==> config.mk <==
export PLATFORM = sky130hd
export DESIGN_NAME = ram_monitor
export DESIGN_NICKNAME = d
export VERILOG_FILES = /design/src/hdl/ram_pkg.sv /design/src/hdl/ram_sync3.sv /design/src/hdl/ram_save_seq.sv /design/src/hdl/ram_monitor.sv
export SDC_FILE = /design/constraint.sdc
export NUM_CORES = 1
export LEC_CHECK = 0
export ABC_CLOCK_PERIOD_IN_PS = 2400
export BUFFER_PORTS_ARGS = -buffer_cell sky130_fd_sc_hd__buf_4
export CAP_MARGIN = 30
export CORE_ASPECT_RATIO = 0.75
export CORE_MARGIN = 10
export CORE_UTILIZATION = 30
export CTS_BUF_LIST = sky130_fd_sc_hd__clkbuf_16
export DETAILED_ROUTE_END_ITERATION = 8
export GPL_TIMING_DRIVEN = 1
export PLACE_DENSITY_LB_ADDON = 0.1
export SYNTH_ARGS = -nofsm -noshare
export SYNTH_HDL_FRONTEND = slang
export SYNTH_HIERARCHICAL = 1
export SYNTH_SLANG_ARGS = --single-unit
==> constraint.sdc <==
create_clock -name clk -period 2.4 [get_ports clk]
set_input_delay 0.36 -clock clk [delete_from_list [all_inputs] [get_ports clk]]
set_output_delay 0.36 -clock clk [all_outputs]
set_load 0.01 [all_outputs]
==> src/hdl/ram_pkg.sv <==
// Shared constants and types for the reliability attribute monitor
package ram_pkg;

   // ==========================================================
   // Attribute table
   localparam int unsigned NUM_ATTR = 8;
   localparam int unsigned ID_W     = 3;
   localparam int unsigned VAL_W    = 8;
   localparam logic [7:0]  VAL_RESET = 8'h64;
   localparam logic [7:0]  THR_MIN   = 8'h01;
   localparam logic [7:0]  THR_MAX   = 8'hFD;
   localparam logic [7:0]  THR_TABLE [0:7] = '{8'h32, 8'h0A, 8'h1E, 8'h05,
                                               8'h3C, 8'h14, 8'h01, 8'hFD};

   // ==========================================================
   // Timing
   localparam longint     CLK_HZ        = 40_000_000;
   localparam longint     MINUTE_S      = 60;
   localparam logic [31:0] MINUTE_CYC   = 32'(CLK_HZ * MINUTE_S);
   localparam logic [5:0] AUTOSAVE_MIN  = 6'h1E;
   localparam logic [7:0] DFLT_STBY_MIN = 8'h6D;

   // ==========================================================
   // Commands and modes
   typedef enum logic [3:0] {
      CMD_IDLE      = 4'h0,
      CMD_IDLE_IMM  = 4'h1,
      CMD_STBY      = 4'h2,
      CMD_STBY_IMM  = 4'h3,
      CMD_SLEEP     = 4'h4,
      CMD_MON_EN    = 4'h5,
      CMD_MON_DIS   = 4'h6,
      CMD_AS_EN     = 4'h7,
      CMD_AS_DIS    = 4'h8,
      CMD_RD_VAL    = 4'h9,
      CMD_RD_THR    = 4'hA
   } ram_cmd_t;

   typedef enum logic [1:0] {
      PWR_ACTIVE  = 2'h0,
      PWR_IDLE    = 2'h1,
      PWR_STANDBY = 2'h3,
      PWR_SLEEP   = 2'h2
   } ram_pwr_t;

   typedef enum logic {
      SEQ_IDLE = 1'b0,
      SEQ_WALK = 1'b1
   } ram_seq_t;

   // Factory thresholds; no write path exists anywhere
   function automatic logic [7:0] ram_thr(input logic [ID_W-1:0] id);
      return THR_TABLE[id];
   endfunction : ram_thr

endpackage : ram_pkg

==> src/hdl/ram_sync3.sv <==
// Three-stage pin synchroniser with agreement filter
`timescale 1ns/1ps
module ram_sync3 (
   input  wire logic clk,
   input  wire logic rst_n,
   input  wire logic pin_i,
   output logic      level_q
);
   logic s1_q;
   logic s2_q;
   logic s3_q;

   // ==========================================================
   // Stages
   always_ff @(posedge clk or negedge rst_n)
   begin
      if (!rst_n)
      begin
         s1_q <= 1'b0;
         s2_q <= 1'b0;
         s3_q <= 1'b0;
      end
      else
      begin
         s1_q <= pin_i;
         s2_q <= s1_q;
         s3_q <= s2_q;
      end
   end

   // Change accepted only once stages two and three agree
   always_ff @(posedge clk or negedge rst_n)
   begin
      if (!rst_n)
         level_q <= 1'b0;
      else if (s2_q == s3_q)
         level_q <= s3_q;
   end
endmodule : ram_sync3

==> src/hdl/ram_save_seq.sv <==
// Walks every attribute index once per save request
`timescale 1ns/1ps
module ram_save_seq #(
   parameter int unsigned NUM = ram_pkg::NUM_ATTR,
   parameter int unsigned IDW = ram_pkg::ID_W
) (
   input  wire logic           clk,
   input  wire logic           rst_n,
   input  wire logic           start_i,
   output logic                busy_q,
   output logic [IDW-1:0]      idx_q,
   output logic                done_q
);
   ram_pkg::ram_seq_t state_q;
   localparam logic [IDW-1:0] LAST = IDW'(NUM - 1);

   // ==========================================================
   // Walk
   always_ff @(posedge clk or negedge rst_n)
   begin
      if (!rst_n)
      begin
         state_q <= ram_pkg::SEQ_IDLE;
         idx_q   <= '0;
         done_q  <= 1'b0;
      end
      else
      begin
         done_q <= 1'b0;
         case (state_q)
            ram_pkg::SEQ_IDLE:
               if (start_i)
               begin
                  state_q <= ram_pkg::SEQ_WALK;
                  idx_q   <= '0;
               end
            ram_pkg::SEQ_WALK:
               if (idx_q == LAST)
               begin
                  state_q <= ram_pkg::SEQ_IDLE;
                  done_q  <= 1'b1;
               end
               else
                  idx_q <= idx_q + 1'b1;
            default:
               state_q <= ram_pkg::SEQ_IDLE;
         endcase
      end
   end

   assign busy_q = (state_q == ram_pkg::SEQ_WALK);
endmodule : ram_save_seq

==> src/hdl/ram_monitor.sv <==
// Reliability attribute monitor: table, compare, power and save control
// How it works
// - Monitoring is off after reset; only the enable command starts it.
// - Each attribute value has its own threshold and is compared to it.
// - Status is negative when monitoring is on and any value is at or below its threshold.
// - All thresholds lie in the range 1 to 253 decimal.
// - Thresholds are constants; no command can change them.
// - Larger value means healthier; smaller means nearer to failure.
// - Every non-emergency head unload saves all values, autosave or not.
// - Standby, standby-immediate, sleep, hard reset, timer expiry are unloads.
// - With autosave on, values also save 30 minutes after the last save.
// - The host may read values and thresholds by command.
// - Inactivity timer moves active or idle into standby on expiry.
`timescale 1ns/1ps
module ram_monitor #(
   parameter int unsigned NUM_ATTR   = ram_pkg::NUM_ATTR,
   parameter int unsigned ID_W       = ram_pkg::ID_W,
   parameter logic [31:0] MINUTE_CYC = ram_pkg::MINUTE_CYC,
   parameter logic [5:0]  AUTOSAVE_MIN = ram_pkg::AUTOSAVE_MIN
) (
   input  wire logic            clk,
   input  wire logic            rst_n,
   input  wire logic            hard_reset_pin,
   input  wire logic            emerg_unload,
   input  wire logic            cmd_valid,
   input  wire logic [3:0]      cmd_op,
   input  wire logic [7:0]      cmd_arg,
   input  wire logic            upd_valid,
   input  wire logic [ID_W-1:0] upd_id,
   input  wire logic [7:0]      upd_value,
   output logic                 monitor_en_q,
   output logic                 autosave_en_q,
   output logic                 rel_neg_q,
   output logic [1:0]           pwr_mode_q,
   output logic                 rd_ack_q,
   output logic [7:0]           rd_data_q,
   output logic                 save_wr_valid_q,
   output logic [ID_W-1:0]      save_wr_id_q,
   output logic [7:0]           save_wr_data_q,
   output logic                 save_done_q
);
   // ==========================================================
   // Declarations
   logic [7:0]      val_q [NUM_ATTR];
   ram_pkg::ram_pwr_t pwr_q;
   logic            cmd_ok;
   ram_pkg::ram_cmd_t op;
   logic            hr_lvl;
   logic            hr_prev_q;
   logic            hr_rise;
   logic [31:0]     pre_q;
   logic            min_tick;
   logic            stby_arm_q;
   logic [7:0]      stby_min_q;
   logic [7:0]      stby_cnt_q;
   logic [7:0]      stby_lim;
   logic            stby_exp;
   logic [5:0]      as_cnt_q;
   logic            as_due;
   logic            unload_ev;
   logic            pend_q;
   logic            seq_busy;
   logic            seq_start;
   logic [ID_W-1:0] seq_idx;
   logic            seq_done;
   logic            neg_d;
   localparam logic [ID_W-1:0] ID_LAST = ID_W'(NUM_ATTR - 1);
   localparam logic [31:0]     PRE_LAST = MINUTE_CYC - 32'h1;

   assign op     = ram_pkg::ram_cmd_t'(cmd_op);
   // Interface is dead in sleep; a hard reset or an emergency unload revives it
   assign cmd_ok = cmd_valid && (pwr_q != ram_pkg::PWR_SLEEP);

   // ==========================================================
   // Hard reset pin
   ram_sync3 u_hr_sync (
      .clk     (clk),
      .rst_n   (rst_n),
      .pin_i   (hard_reset_pin),
      .level_q (hr_lvl)
   );

   always_ff @(posedge clk or negedge rst_n)
   begin
      if (!rst_n)
         hr_prev_q <= 1'b0;
      else
         hr_prev_q <= hr_lvl;
   end
   assign hr_rise = hr_lvl && !hr_prev_q;

   // ==========================================================
   // Feature enables
   always_ff @(posedge clk or negedge rst_n)
   begin
      if (!rst_n)
      begin
         monitor_en_q  <= 1'b0;
         autosave_en_q <= 1'b0;
      end
      else if (cmd_ok)
      begin
         if (op == ram_pkg::CMD_MON_EN)
            monitor_en_q <= 1'b1;
         else if (op == ram_pkg::CMD_MON_DIS)
            monitor_en_q <= 1'b0;
         if (op == ram_pkg::CMD_AS_EN)
            autosave_en_q <= 1'b1;
         else if (op == ram_pkg::CMD_AS_DIS)
            autosave_en_q <= 1'b0;
      end
   end

   // ==========================================================
   // Attribute table
   // Analysis logic writes only while monitoring; higher is healthier
   always_ff @(posedge clk or negedge rst_n)
   begin
      if (!rst_n)
      begin
         for (int i = 0; i < NUM_ATTR; i++)
            val_q[i] <= ram_pkg::VAL_RESET;
      end
      else if (upd_valid && monitor_en_q && upd_id <= ID_LAST)
         val_q[upd_id] <= upd_value;
   end

   // ==========================================================
   // Threshold compare
   always_comb
   begin
      neg_d = 1'b0;
      for (int i = 0; i < NUM_ATTR; i++)
         if (val_q[i] <= ram_pkg::ram_thr(ID_W'(i)))
            neg_d = 1'b1;
   end

   // Reported positive while monitoring is off
   always_ff @(posedge clk or negedge rst_n)
   begin
      if (!rst_n)
         rel_neg_q <= 1'b0;
      else
         rel_neg_q <= monitor_en_q && neg_d;
   end

   // ==========================================================
   // Host reads
   always_ff @(posedge clk or negedge rst_n)
   begin
      if (!rst_n)
      begin
         rd_ack_q  <= 1'b0;
         rd_data_q <= '0;
      end
      else
      begin
         rd_ack_q <= cmd_ok && (op == ram_pkg::CMD_RD_VAL ||
                                op == ram_pkg::CMD_RD_THR);
         if (cmd_ok && cmd_arg <= 8'(ID_LAST))
         begin
            if (op == ram_pkg::CMD_RD_VAL)
               rd_data_q <= val_q[ID_W'(cmd_arg)];
            else if (op == ram_pkg::CMD_RD_THR)
               rd_data_q <= ram_pkg::ram_thr(ID_W'(cmd_arg));
         end
         else if (cmd_ok)
            rd_data_q <= '0;
      end
   end

   // ==========================================================
   // Minute prescaler
   // Free-running, so timers carry up to one minute of slack
   always_ff @(posedge clk or negedge rst_n)
   begin
      if (!rst_n)
         pre_q <= '0;
      else if (pre_q == PRE_LAST)
         pre_q <= '0;
      else
         pre_q <= pre_q + 32'h1;
   end
   assign min_tick = (pre_q == PRE_LAST);

   // ==========================================================
   // Standby timer
   assign stby_lim = (stby_min_q == '0) ? ram_pkg::DFLT_STBY_MIN : stby_min_q;
   assign stby_exp = stby_arm_q && min_tick && !cmd_ok &&
                     (pwr_q == ram_pkg::PWR_ACTIVE ||
                      pwr_q == ram_pkg::PWR_IDLE) &&
                     (stby_cnt_q + 8'h1 >= stby_lim);

   always_ff @(posedge clk or negedge rst_n)
   begin
      if (!rst_n)
      begin
         stby_arm_q <= 1'b0;
         stby_min_q <= '0;
         stby_cnt_q <= '0;
      end
      else if (cmd_ok)
      begin
         stby_cnt_q <= '0;
         if (op == ram_pkg::CMD_IDLE || op == ram_pkg::CMD_STBY)
         begin
            stby_arm_q <= 1'b1;
            stby_min_q <= cmd_arg;
         end
      end
      else if (stby_exp)
         stby_cnt_q <= '0;
      else if (min_tick)
         stby_cnt_q <= stby_cnt_q + 8'h1;
   end

   // ==========================================================
   // Power mode
   always_ff @(posedge clk or negedge rst_n)
   begin
      if (!rst_n)
         pwr_q <= ram_pkg::PWR_IDLE;
      else if (hr_rise)
         pwr_q <= ram_pkg::PWR_STANDBY;
      else if (cmd_ok)
      begin
         case (op)
            ram_pkg::CMD_IDLE,
            ram_pkg::CMD_IDLE_IMM: pwr_q <= ram_pkg::PWR_IDLE;
            ram_pkg::CMD_STBY,
            ram_pkg::CMD_STBY_IMM: pwr_q <= ram_pkg::PWR_STANDBY;
            ram_pkg::CMD_SLEEP:    pwr_q <= ram_pkg::PWR_SLEEP;
            default:               pwr_q <= pwr_q;
         endcase
      end
      else if (stby_exp || emerg_unload)
         pwr_q <= ram_pkg::PWR_STANDBY;
   end
   assign pwr_mode_q = pwr_q;

   // ==========================================================
   // Save triggers
   assign unload_ev = hr_rise || stby_exp ||
                      (cmd_ok && (op == ram_pkg::CMD_STBY ||
                                  op == ram_pkg::CMD_STBY_IMM ||
                                  op == ram_pkg::CMD_SLEEP));
   assign as_due = autosave_en_q && min_tick &&
                   (as_cnt_q + 6'h1 >= AUTOSAVE_MIN);
   assign seq_start = pend_q && !seq_busy;

   // Minutes since last save; restarted whenever a save begins
   always_ff @(posedge clk or negedge rst_n)
   begin
      if (!rst_n)
         as_cnt_q <= '0;
      else if (seq_start)
         as_cnt_q <= '0;
      else if (min_tick && as_cnt_q < AUTOSAVE_MIN)
         as_cnt_q <= as_cnt_q + 6'h1;
   end

   // New trigger beats the clear; emergency unload never saves
   always_ff @(posedge clk or negedge rst_n)
   begin
      if (!rst_n)
         pend_q <= 1'b0;
      else if (unload_ev || as_due)
         pend_q <= 1'b1;
      else if (seq_start)
         pend_q <= 1'b0;
   end

   ram_save_seq #(
      .NUM (NUM_ATTR),
      .IDW (ID_W)
   ) u_seq (
      .clk     (clk),
      .rst_n   (rst_n),
      .start_i (seq_start),
      .busy_q  (seq_busy),
      .idx_q   (seq_idx),
      .done_q  (seq_done)
   );

   // ==========================================================
   // Media write port
   always_ff @(posedge clk or negedge rst_n)
   begin
      if (!rst_n)
      begin
         save_wr_valid_q <= 1'b0;
         save_wr_id_q    <= '0;
         save_wr_data_q  <= '0;
      end
      else
      begin
         save_wr_valid_q <= seq_busy;
         save_wr_id_q    <= seq_idx;
         save_wr_data_q  <= val_q[seq_idx];
      end
   end
   assign save_done_q = seq_done;

   // ==========================================================
   // Checks
   AST_OFF_AFTER_RESET: assert property (
      @(posedge clk) $rose(rst_n) |-> !monitor_en_q)
      else $error("monitoring on straight after reset");

   AST_EN_CMD: assert property (
      @(posedge clk) disable iff (!rst_n)
      cmd_ok && op == ram_pkg::CMD_MON_EN |=> monitor_en_q)
      else $error("enable command ignored");

   AST_NEG_STATUS: assert property (
      @(posedge clk) disable iff (!rst_n)
      monitor_en_q && neg_d |=> rel_neg_q)
      else $error("negative status missed");

   AST_POS_STATUS: assert property (
      @(posedge clk) disable iff (!rst_n)
      !neg_d |=> !rel_neg_q)
      else $error("false negative status");

   AST_THR_RANGE: assert property (
      @(posedge clk) disable iff (!rst_n)
      $past(cmd_ok && op == ram_pkg::CMD_RD_THR &&
            cmd_arg <= 8'(ID_LAST)) |->
      rd_data_q >= ram_pkg::THR_MIN && rd_data_q <= ram_pkg::THR_MAX)
      else $error("threshold outside valid range");

   AST_THR_FIXED: assert property (
      @(posedge clk) disable iff (!rst_n)
      cmd_ok && op == ram_pkg::CMD_RD_THR && cmd_arg <= 8'(ID_LAST) |=>
      rd_ack_q && rd_data_q == ram_pkg::ram_thr($past(ID_W'(cmd_arg))))
      else $error("threshold read mismatch");

   AST_UNLOAD_SAVE: assert property (
      @(posedge clk) disable iff (!rst_n)
      unload_ev |=> pend_q ##[0:16] seq_busy)
      else $error("unload did not start a save");

   AST_AUTOSAVE: assert property (
      @(posedge clk) disable iff (!rst_n)
      as_due |=> pend_q)
      else $error("autosave deadline missed");

   AST_STBY_EXPIRE: assert property (
      @(posedge clk) disable iff (!rst_n)
      stby_exp && !hr_rise |=> pwr_q == ram_pkg::PWR_STANDBY)
      else $error("timer expiry left mode unchanged");

   AST_SAVE_WALK: assert property (
      @(posedge clk) disable iff (!rst_n)
      seq_start |=> seq_busy && seq_idx == '0)
      else $error("save walk did not start at entry zero");
endmodule : ram_monitor

# Yosys cells after proc, flatten, opt, wreduce, memory -nomap -nowiden
# Memory sizes are Yosys's and may differ from the RTL's.
# Cells that the tools add are included.
# classes
addsub	4
n_lt_le_gt_ge	17
n_eq_ne	19
n_mux	48
bitwise	4
reduce_logical	47
# ops
operator	count
two-way mux 8 bit	15
bitwise mux 64 bit	1
binary-select mux 8 bit (select 3 bit)	2
adder 32 x 1 -> 32 bit, second input constant	1
== test 32 bit, second input constant	1
two-way mux 32 bit	1
demux 8 bit (select 3 bit)	1
two-way mux 1 bit	18
logical AND 1 bit	17
== test 4 x 3 -> 1 bit, second input constant	4
less-or-equal comparator 8 x 3 -> 1 bit, second input constant	2
less-or-equal comparator 8 x 5 -> 1 bit, second input constant	2
less-or-equal comparator 8 x 6 -> 1 bit, second input constant	2
== test 4 bit, second input constant	3
greater-or-equal comparator 4 bit, second input constant	3
two-way mux 6 bit	2
inverter 3 -> 4 bit	3
AND reduction 2 bit	6
nonzero test 2 bit	5
logical OR 1 bit	9
adder 8 x 1 -> 8 bit, second input constant	1
== test 4 x 2 -> 1 bit, second input constant	2
greater-or-equal comparator 8 bit	1
less-or-equal comparator 8 x 1 -> 1 bit, second input constant	1
27 further kinds	36
# word_totals
register_bits	156
romBits	64
inputBits	29
output_inout_bits	27
word_cells	171
memories	1
# mem_list
name	words	width	rd	rd_clocked_by_memory_dff	wr	line	source
(name not given)	8	8	1	0	0	ram_pkg.sv:53	return THR_TABLE[id];

# Logic depth before layout (Yosys ltp)
# Gate-level depths: netlist (run 1).
# depth
depth_word	10
ltp_mapped	10
depth_no_buf	10

# Hierarchy
# Netlist (run 1), hierarchy kept.
# modules_own_cells
mod	n_inst	cells_each	area_each_um2	seq_area_each_um2
ram_monitor	1	637	7678.6	3709.8
ram_save_seq	1	17	235.2	125.1
ram_sync3	1	5	111.4	100.1

# Worst setup path before layout (run 1)
# Ideal clock, no wire load.
# synth_path
path_type	register to register
from	reg stby_min_q[4]
to	reg stby_cnt_q[0]
setup_ps	66
arrival_time_ps	2437
path_slack_ps	-102
path_stages_with_launch	11
path_cell_list	dfrtp_1 -> nor4_1 -> nand2_1 -> nor2_1 -> or2_2 -> ha_1 -> nand2b_1 -> a2111oi_0 -> nor3_1 -> nor4_4 -> mux2_2
# synth_between
elab_chain_len	6
word_cells_on_any_way	7
classes_between	order compare (1); mux (3); reduce/logical (3)
# synth_rtl
item	line	source
start, declared	ram_monitor.sv:54	logic [7:0] stby_min_q;
start signal, assigned	ram_monitor.sv:208	stby_min_q <= cmd_arg;
logical NOT 8 bit	ram_monitor.sv:188	assign stby_lim = (stby_min_q == '0) ? ram_pkg::DFLT_STBY_MIN : stby_min_q;
two-way mux 8 bit (*)	ram_monitor.sv:188	
greater-or-equal comparator 8 bit (*)	ram_monitor.sv:192	(stby_cnt_q + 8'h1 >= stby_lim);
logical AND 1 bit (*)	ram_monitor.sv:191	pwr_q == ram_pkg::PWR_IDLE) &&
two-way mux 8 bit	ram_monitor.sv:211	else if (stby_exp)
two-way mux 8 bit	ram_monitor.sv:202	else if (cmd_ok)
end signal, assigned	ram_monitor.sv:214	stby_cnt_q <= stby_cnt_q + 8'h1;
end, declared	ram_monitor.sv:55	logic [7:0] stby_cnt_q;
# Every way passes the cells marked *; elsewhere a longest branch is shown, timed or not.
# A chain may end at the register's enable or synchronous reset.

# Worst setup path after layout (run 1)
# layout_path
from	reg stby_min_q[6]
to	reg stby_cnt_q[0]
# Same word-level chain as after synthesis.

==> metrics.md, run 1 <==
| Metric | Value |
|---|---|
| Share of layout cells above drive strength 1 | 0.3698 |
| TritonCTS clock tree | built |
| Failing checks | negative setup slack |
| Clk buf depth | 2 |
| Largest net degree at the start of global routing | 63 |
| Vias in the first global route | about 6200 |
| EDFF count, synth | 0 |
| Cells after synthesis | about 660 |
| First-pass DRT Iterations | 4 |
| Clock latency at the later pin of the worst-skew pair | 0.43 ns |
| DP HPWL | roughly 17000 um |
| Post-DRT Antenna Nets | 0 |
| Power per standard cell area | about 850 nW/um^2 |
| # diodes | 0 |
| Max-cap violation count | 0 |
| Worst setup margin | -0.05634 ns |
| Via count | 5818 |
| Post-synth top cells | dfrtp_1, mux2_2, nor2_1 |
| Root Buffer Master | clkbuf_16 |
| P&R area growth vs syn | 22.09% |
| FP Rows | 51 |
| Routed wl met3 | roughly 1300 um |
| Worst Path Max Fanout | 6 |
| Clock skew | roughly 0.012 ns |
| Average wire per standard cell | just over 20 um |
| Hold WC Path Type | primary input to flip-flop |
| Crit path arrival time | between 2 and 3 ns |
| Routability cong. | ~0.84 |
| Die area | 33760 um^2 |
| CTS H-Tree Depth | 4 |
| Initial Util | 0.3067 |
| Upper clock frequency limit | just over 0.4 GHz |
| First-pass GRT wire length | about 37000 um |
| Sequence of cells on the critical path | nor4_4 -> nand2_1 -> nor2_2 -> buf_4 -> nor2_1 -> ha_1 -> o2111ai_1 -> nor3_4 -> nor4_4 -> buf_4 -> mux2_4 |
| Grt ovf | 0 |
| CP endpoint kind | flip-flop |
| Fillers | about 2500 |
| Yosys cell types | 60 |
| RSZ-0062 raised after global routing | true |
| Slowest-stage cell, CP | dfrtp_1 |
| DRT met1 WL | 12020 um |
| Syn_nets | around 700 |
| Initial antenna violation count | 0 |
| Worst-path clk slew | around 0.060 ns |
| WL met2 | between 9000 and 10000 um |
| Worst slack, placed | -0.2550 ns |
| Area contributors post-synth | dfrtp_1, mux2_2, mux4_2 |
| CTS buffer count | 17 |
| Seq pwr share | 0.432 |
| I/O Buffers | 55 |
| Die width | 208.9 um |
| Worst-Margin Slew | 0.7156 ns |
| Slew Limit Headroom | 0.5187 |
| Post-Route WL | about 23000 um |
| Leak | 0.004165 uW |
| Count leader, synth | dfrtp_1 |
| Clock tree sinks | between 150 and 200 |
| Post-route clock period utilization | 1.023 |
| Area of the mapped netlist | between 8000 and 9000 um^2 |
| DR vias/cell | 5.232 |
| Final Hold Viols | 0 |
| Ports | 56 |
| Finish-stage setup viols | 9 |
| Clock power share | 0.309 |
| DR top layer | met4 |
| Worst hold slack | roughly 0.037 ns |
| Share of the synthesized area in the top cell type | 0.4085 |
| Die H | around 160 um |
| Synth area leader | dfrtp_1 |
| Seq/Total Area, Yosys | 0.4903 |
| Int Power | 5872 uW |
| Max-slew violations | 0 |
| Worst EP required | roughly 2.7 ns |
| Outcome | finished, violations left |
| Net Sw Power | roughly 2400 uW |
| Number of warnings issued by yosys | 6 |
| Max rail drop VDD | about 0.53 mV |
| Final min period | between 2 and 2.5 ns |
| Sw frac | 0.2936 |
| 1st-iter DRT viols | slightly below 300 |
| DRC viols | 0 |
| Syn Area/Cell | ~12 um^2 |
| Core Area | 26160 um^2 |
| Crit path launch type | flip-flop |
| Synthesis-stage register bit count | between 150 and 200 |
| Final #Nets | 802 |
| Comb power frac | 0.259 |
| Main synth FF type | dfrtp_1 |
| Ys async rst share | 1.000 |
| Critical setup path kind | flip-flop to flip-flop |
| CP peak stage delay | a little over 0.4 ns |
| GRT Util Overall | 0.1393 |
[logic make-up after synthesis]
family / Yosys count / synth area share
and+or+nand+nor: 203 / 0.1360
DFF: 156 / 0.4903
muxes: 121 / 0.2144
AOI/OAI and AO/OA: 85 / 0.07047
xor gates and xnor gates: 38 / 0.04147
buffers and inverters: 37 / 0.01793
adders and majority gates: 19 / 0.02947
[placed cells by master (no fill, tap or decap), types with 17 or more instances in the layout]
cell type  instances
buf_4             92
clkbuf_16         17
dfrtp_1          131
dfstp_2           25
ha_1              17
inv_1             23
mux2_2            82
mux4_2            32
nand2_1           45
nand3_1           22
nand4_1           17
nor2_1            48
o21ai_0           18
xnor2_1           18
xor2_1            20
[flip-flops by register name, summed over array words and instances (netlist names), 2 cells and up]
register        cells
save_wr_id_q        3
pre_q              32
stby_cnt_q          8
u_seq/idx_q         3
stby_min_q          8
as_cnt_q            6
rd_data_q           8
pwr_mode_q          2
val_q              64
save_wr_data_q      8
[power groups by stage]
stage | combinational, uW | clock (uW) | sequential (uW)
finish | 2150 | 2570 | 3590
global route | 2350 | 2770 | 3660
CTS | 2180 | 2650 | 3590
detailed placement | 2160 | 0 | 3620
global placement | 2130 | 0 | 3610
floorplan | 1340 | 0 | 3490
[stage by stage]
step	std cells	total power (uW)	util	TNS, ns	instance area [um^2]
floorplan	659	4835	-	-0.002883	8084
global placement	1077	5737	0.3509	-0.7342	9181
detailed placement	1077	5776	0.3509	-1.901	9181
CTS	1112	8419	0.3741	-0.3582	9787
global route	1112	8778	0.3745	-1.491	9798
finish	1112	8313	0.3745	-0.3135	9798
[area by class of cell]
cell class,instances,area (um^2),share of cell area
multi-input combinational,466,4048,0.4131
sequential,156,3935,0.4016
timing repair buffer,97,772.0,0.07879
tap,344,430.4,0.04393
clock buffer,17,425.4,0.04342
clock inverter,15,123.9,0.01264
inverter,17,63.81,0.006513
[layer usage]
metal	global-route usage	vias up
met5	0	-
met4	0.03980	0
met2	0.1928	150
li1	-	2654
met1	0.2060	2998
met3	0.03565	16
[worst paths after layout]
path,from,slack (ns),to,depth (start not counted)
worst max-delay path,stby_min_q[6],-0.06,stby_cnt_q[0],11
max in group asynchronous,rst_n,1.23,val_q[62],3
worst min-delay path,hard_reset_pin,0.04,u_hr_sync/s1_q,1
worst min register to register,u_hr_sync/s1_q,0.36,u_hr_sync/s2_q,0
worst max register to register,stby_min_q[6],-0.06,stby_cnt_q[0],11
min in group asynchronous,rst_n,0.42,pre_q[21],2
[worst max-delay path: cells and delay by family, from the launching register on]
family	cells	cell delay, ns
muxes	1	0.26
DFF	1	0.41
and+or+nand+nor	6	0.89
adders and majority gates	1	0.30
buffers and inverters	2	0.32
AOI/OAI and AO/OA	1	0.18
[what timing repair did]
item / 4_1_cts / 5_1_grt
resized for setup: 6 / 3
hold buffers: 1 / 0
pin swaps: 7 / 6
setup endpoints to repair: 11 / 13
hold endpoints to repair: 41 / 0
buffers inserted: 2 / 0
No activity file was read; power rests on OpenSTA's default activity.
==> run 2: changes to the inputs <==
--- a/config.mk
+++ b/config.mk
@@ -6,7 +6,7 @@
 export NUM_CORES = 1
 export LEC_CHECK = 0
 export ABC_CLOCK_PERIOD_IN_PS = 2400
-export BUFFER_PORTS_ARGS = -buffer_cell sky130_fd_sc_hd__buf_4
+export BUFFER_PORTS_ARGS = -buffer_cell sky130_fd_sc_hd__clkbuf_2
 export CAP_MARGIN = 30
 export CORE_ASPECT_RATIO = 0.75
 export CORE_MARGIN = 10
==> run 2 against run 1 <==
  * Largest cell class unchanged
  * Sequential power hardly changed
  * Setup slack worse by 0.021 ns
  * Power is 3.7% higher
  * Combinational power is 3% lower
  * Die area stayed put
  * The run still ends with negative setup slack left
  * Critical path type unchanged
  * First-iteration DRC count is 16% higher
  * Critical path depth stayed put
  * Non-clock buffer count is 11 higher
  * Maximum frequency is 0.84% lower
  * Core utilization hardly changed
==> metrics.md, run 2 (same netlist as run 1, synthesis figures left out) <==
| Metric | Value |
|---|---|
| DRC viols | 0 (unchanged) |
| Worst EP required | 2.76 ns (was 2.71 ns) |
| Clock skew | 0.01236 ns (was 0.01158 ns) |
| Worst slack, placed | -0.2270 ns (was -0.2550 ns) |
| Routed wl met3 | 1409 um (was 1297 um) |
| Via count | 5772 (was 5818) |
| Hold Startpoint | hard_reset_pin (unchanged) |
| Largest net degree at the start of global routing | 76 (was 63) |
| Hold WC Path Type | primary input to flip-flop (unchanged) |
| TritonCTS clock tree | built (unchanged) |
| Initial Util | 0.3067 (unchanged) |
| # diodes | 0 (unchanged) |
| Ports | 56 (unchanged) |
| Post-DRT Antenna Nets | 0 (unchanged) |
| Seq pwr share | 0.417 (was 0.432) |
| Crit path launch type | flip-flop (unchanged) |
| FP Rows | 51 (unchanged) |
| I/O Buffers | 55 (unchanged) |
| Max rail drop VDD | 0.4372 mV (was 0.5328 mV) |
| Clk buf depth | 2 (unchanged) |
| Number of cells on the worst reg-to-reg path | 11 (unchanged) |
| CTS buffer count | 17 (unchanged) |
| Final min period | 2.477 ns (was 2.456 ns) |
| Finish-stage setup viols | 10 (was 9) |
| DP HPWL | 16930 um (was 16910 um) |
| Worst-Margin Slew | 0.7809 ns (was 0.7156 ns) |
| Die width | 208.9 um (unchanged) |
| RSZ-0062 raised after global routing | true (unchanged) |
| Slowest-stage cell, CP | dfrtp_1 (unchanged) |
| Biggest register | val_q (unchanged) |
| DRT met1 WL | 11900 um (was 12020 um) |
| RR Endpoint | stby_cnt_q[0] (unchanged) |
| Core Area | 26160 um^2 (unchanged) |
| FF-to-FF Start | stby_min_q[6] (unchanged) |
| GRT Util Overall | 0.1388 (was 0.1393) |
| Commonest cells after routing, fill and taps aside | dfrtp_1, mux2_2, clkbuf_2 (was dfrtp_1, buf_4, mux2_2) |
| WL met2 | 9510 um (was 9371 um) |
| Max-slew violations | 0 (unchanged) |
| Leak | 0.004205 uW (was 0.004165 uW) |
| Routability cong. | 0.8599 (was 0.8383) |
| Average wire per standard cell | 20.57 um (was 20.62 um) |
| Critical setup path kind | flip-flop to flip-flop (unchanged) |
| Most common cell after layout, fill and taps aside | dfrtp_1 (unchanged) |
| Crit path arrival time | 2.84 ns (was 2.77 ns) |
| First-pass DRT Iterations | 4 (unchanged) |
| Hold path depth | 1 (unchanged) |
| CTS H-Tree Depth | 4 (unchanged) |
| CP peak stage delay | 0.38 ns (was 0.41 ns) |
| Die H | 161.6 um (unchanged) |
| Setup slack, reg-to-reg | -0.08 ns (was -0.06 ns) |
| Clock power share | 0.342 (was 0.309) |
| Worst Path Max Fanout | 6 (unchanged) |
| Placed cell count | 1087 (was 1077) |
| Final #Nets | 813 (was 802) |
| DR vias/cell | 5.140 (was 5.232) |
| CP endpoint kind | flip-flop (unchanged) |
| Initial antenna violation count | 0 (unchanged) |
| Int Power | 6138 uW (was 5872 uW) |
| Final Util | 0.3747 (was 0.3745) |
| Power, Total | 8625 uW (was 8313 uW) |
| P&R area growth vs syn | 22.17% (was 22.09%) |
| Slew Limit Headroom | 0.4794 (was 0.5187) |
| Failing checks | negative setup slack (unchanged) |
| Max FFs per register | 64 (unchanged) |
| Share of layout cells above drive strength 1 | 0.3825 (was 0.3698) |
| Root Buffer Master | clkbuf_16 (unchanged) |
| Grt ovf | 0 (unchanged) |
| Upper clock frequency limit | 0.4037 GHz (was 0.4071 GHz) |
| Sequence of cells on the critical path | nor4_2 -> nand2_1 -> nor2_4 -> or2_4 -> ha_4 -> nand2b_4 -> a2111oi_4 -> nor3_2 -> nor4_4 -> buf_4 -> mux2_4 (was nor4_4 -> nand2_1 -> nor2_2 -> buf_4 -> nor2_1 -> ha_1 -> o2111ai_1 -> nor3_4 -> nor4_4 -> buf_4 -> mux2_4) |
| Final Hold Viols | 0 (unchanged) |
| Vias in the first global route | 6095 (was 6245) |
| Sw frac | 0.2883 (was 0.2936) |
| Power per standard cell area | 879.7 nW/um^2 (was 848.4 nW/um^2) |
| First-pass GRT wire length | 36470 um (was 36890 um) |
| Post-route clock period utilization | 1.032 (was 1.023) |
| Net Sw Power | 2486 uW (was 2441 uW) |
| Comb power frac | 0.241 (was 0.259) |
| DR top layer | met4 (unchanged) |
| Worst setup margin | -0.07724 ns (was -0.05634 ns) |
| Clock latency at the later pin of the worst-skew pair | 0.43 ns (about the same) |
| Final non-filler cell total | 1123 (was 1112) |
| Die area | 33760 um^2 (unchanged) |
| Worst-path clk slew | 0.06 ns (about the same) |
| Outcome | finished, violations left (unchanged) |
| Post-Route WL | 23100 um (was 22930 um) |
| Max-cap violation count | 0 (unchanged) |
| Clock tree sinks | 156 (unchanged) |
| Worst Hold Endpoint | u_hr_sync/s1_q (unchanged) |
| Registers with the most flip-flops | val_q x64, pre_q x32 (unchanged) |
| 1st-iter DRT viols | 345 (was 298) |
-- run 2: cell count changes in the layout (fill, tap and decap cells not counted), sizes merged --
cell	previous run	this run
buf	96	53
inv	23	22
bufinv	2	5
clkinv	5	4
clkbuf	17	71
clkinvlp	2	1
-- run 2: power groups by stage --
stage / combinational (uW) / sequential [uW] / clock [uW]
5_1_grt: 2270 / 3640 / 3140
3_3_place_gp: 2070 / 3620 / 0
2_1_floorplan: 1340 / 3490 / 0
6_report: 2080 / 3590 / 2950
4_1_cts: 2110 / 3580 / 3030
3_5_place_dp: 2090 / 3620 / 0
-- run 2: repair_timing --
item,in CTS,in global routing
buffers inserted,2,1
pin swaps,16,6
hold endpoints to repair,4,0
hold buffers,1,0
gates cloned,0,0
resized for setup,5,2
setup endpoints to repair,11,13
-- run 2: per-stage QoR --
| step | setup TNS [ns] | hold slack [ns] | area (um^2) |
|---|---|---|---|
| floorplan | -0.002883 | 0.06441 | 8084 |
| global placement | -0.8787 | 0.3459 | 9109 |
| detailed placement | -1.604 | 0.3517 | 9109 |
| CTS | -0.5834 | 0.02668 | 9791 |
| global route | -1.835 | 0.03558 | 9804 |
| finish | -0.5469 | 0.04959 | 9804 |
-- run 2: worst max path at each step --
stage,slack (ns),from,cells past startpoint,end
CTS,-0.09,stby_min_q[4],11,stby_cnt_q[0]
detailed placement,-0.23,stby_min_q[6],10,stby_cnt_q[0]
global placement,-0.14,stby_min_q[6],10,stby_cnt_q[0]
floorplan,-0.003,stby_min_q[6],10,stby_cnt_q[0]
finish,-0.08,stby_min_q[6],11,stby_cnt_q[0]
global route,-0.19,stby_min_q[6],11,stby_cnt_q[0]
-- run 2: area by class of cell --
cell class | instances | area [um^2]
flip-flops and latches | 156 | 3935
clock inverters | 15 | 209.0
repair buffers | 108 | 706.9
clock buffers | 17 | 425.4
inverters | 17 | 63.81
well taps | 344 | 430.4
multi-input cells | 466 | 4034
fillers | 2565 | 16360
-- run 2: worst max-delay path: cells and delay by family (launching register included) --
kind	cells	cell delay, ns
flip-flops	1	0.38
adder cells (fa/ha/maj)	1	0.18
multiplexers	1	0.14
AO/OA/AOI/OAI	1	0.31
AND/OR/NAND/NOR	7	1.22
buffers and inverters	1	0.19
-- run 2: layer usage --
layer / global-route usage / vias up
met3: 0.04008 / 16
li1: - / 2670
met4: 0.04176 / 0
met5: 0 / -
met2: 0.1910 / 140
met1: 0.2027 / 2946
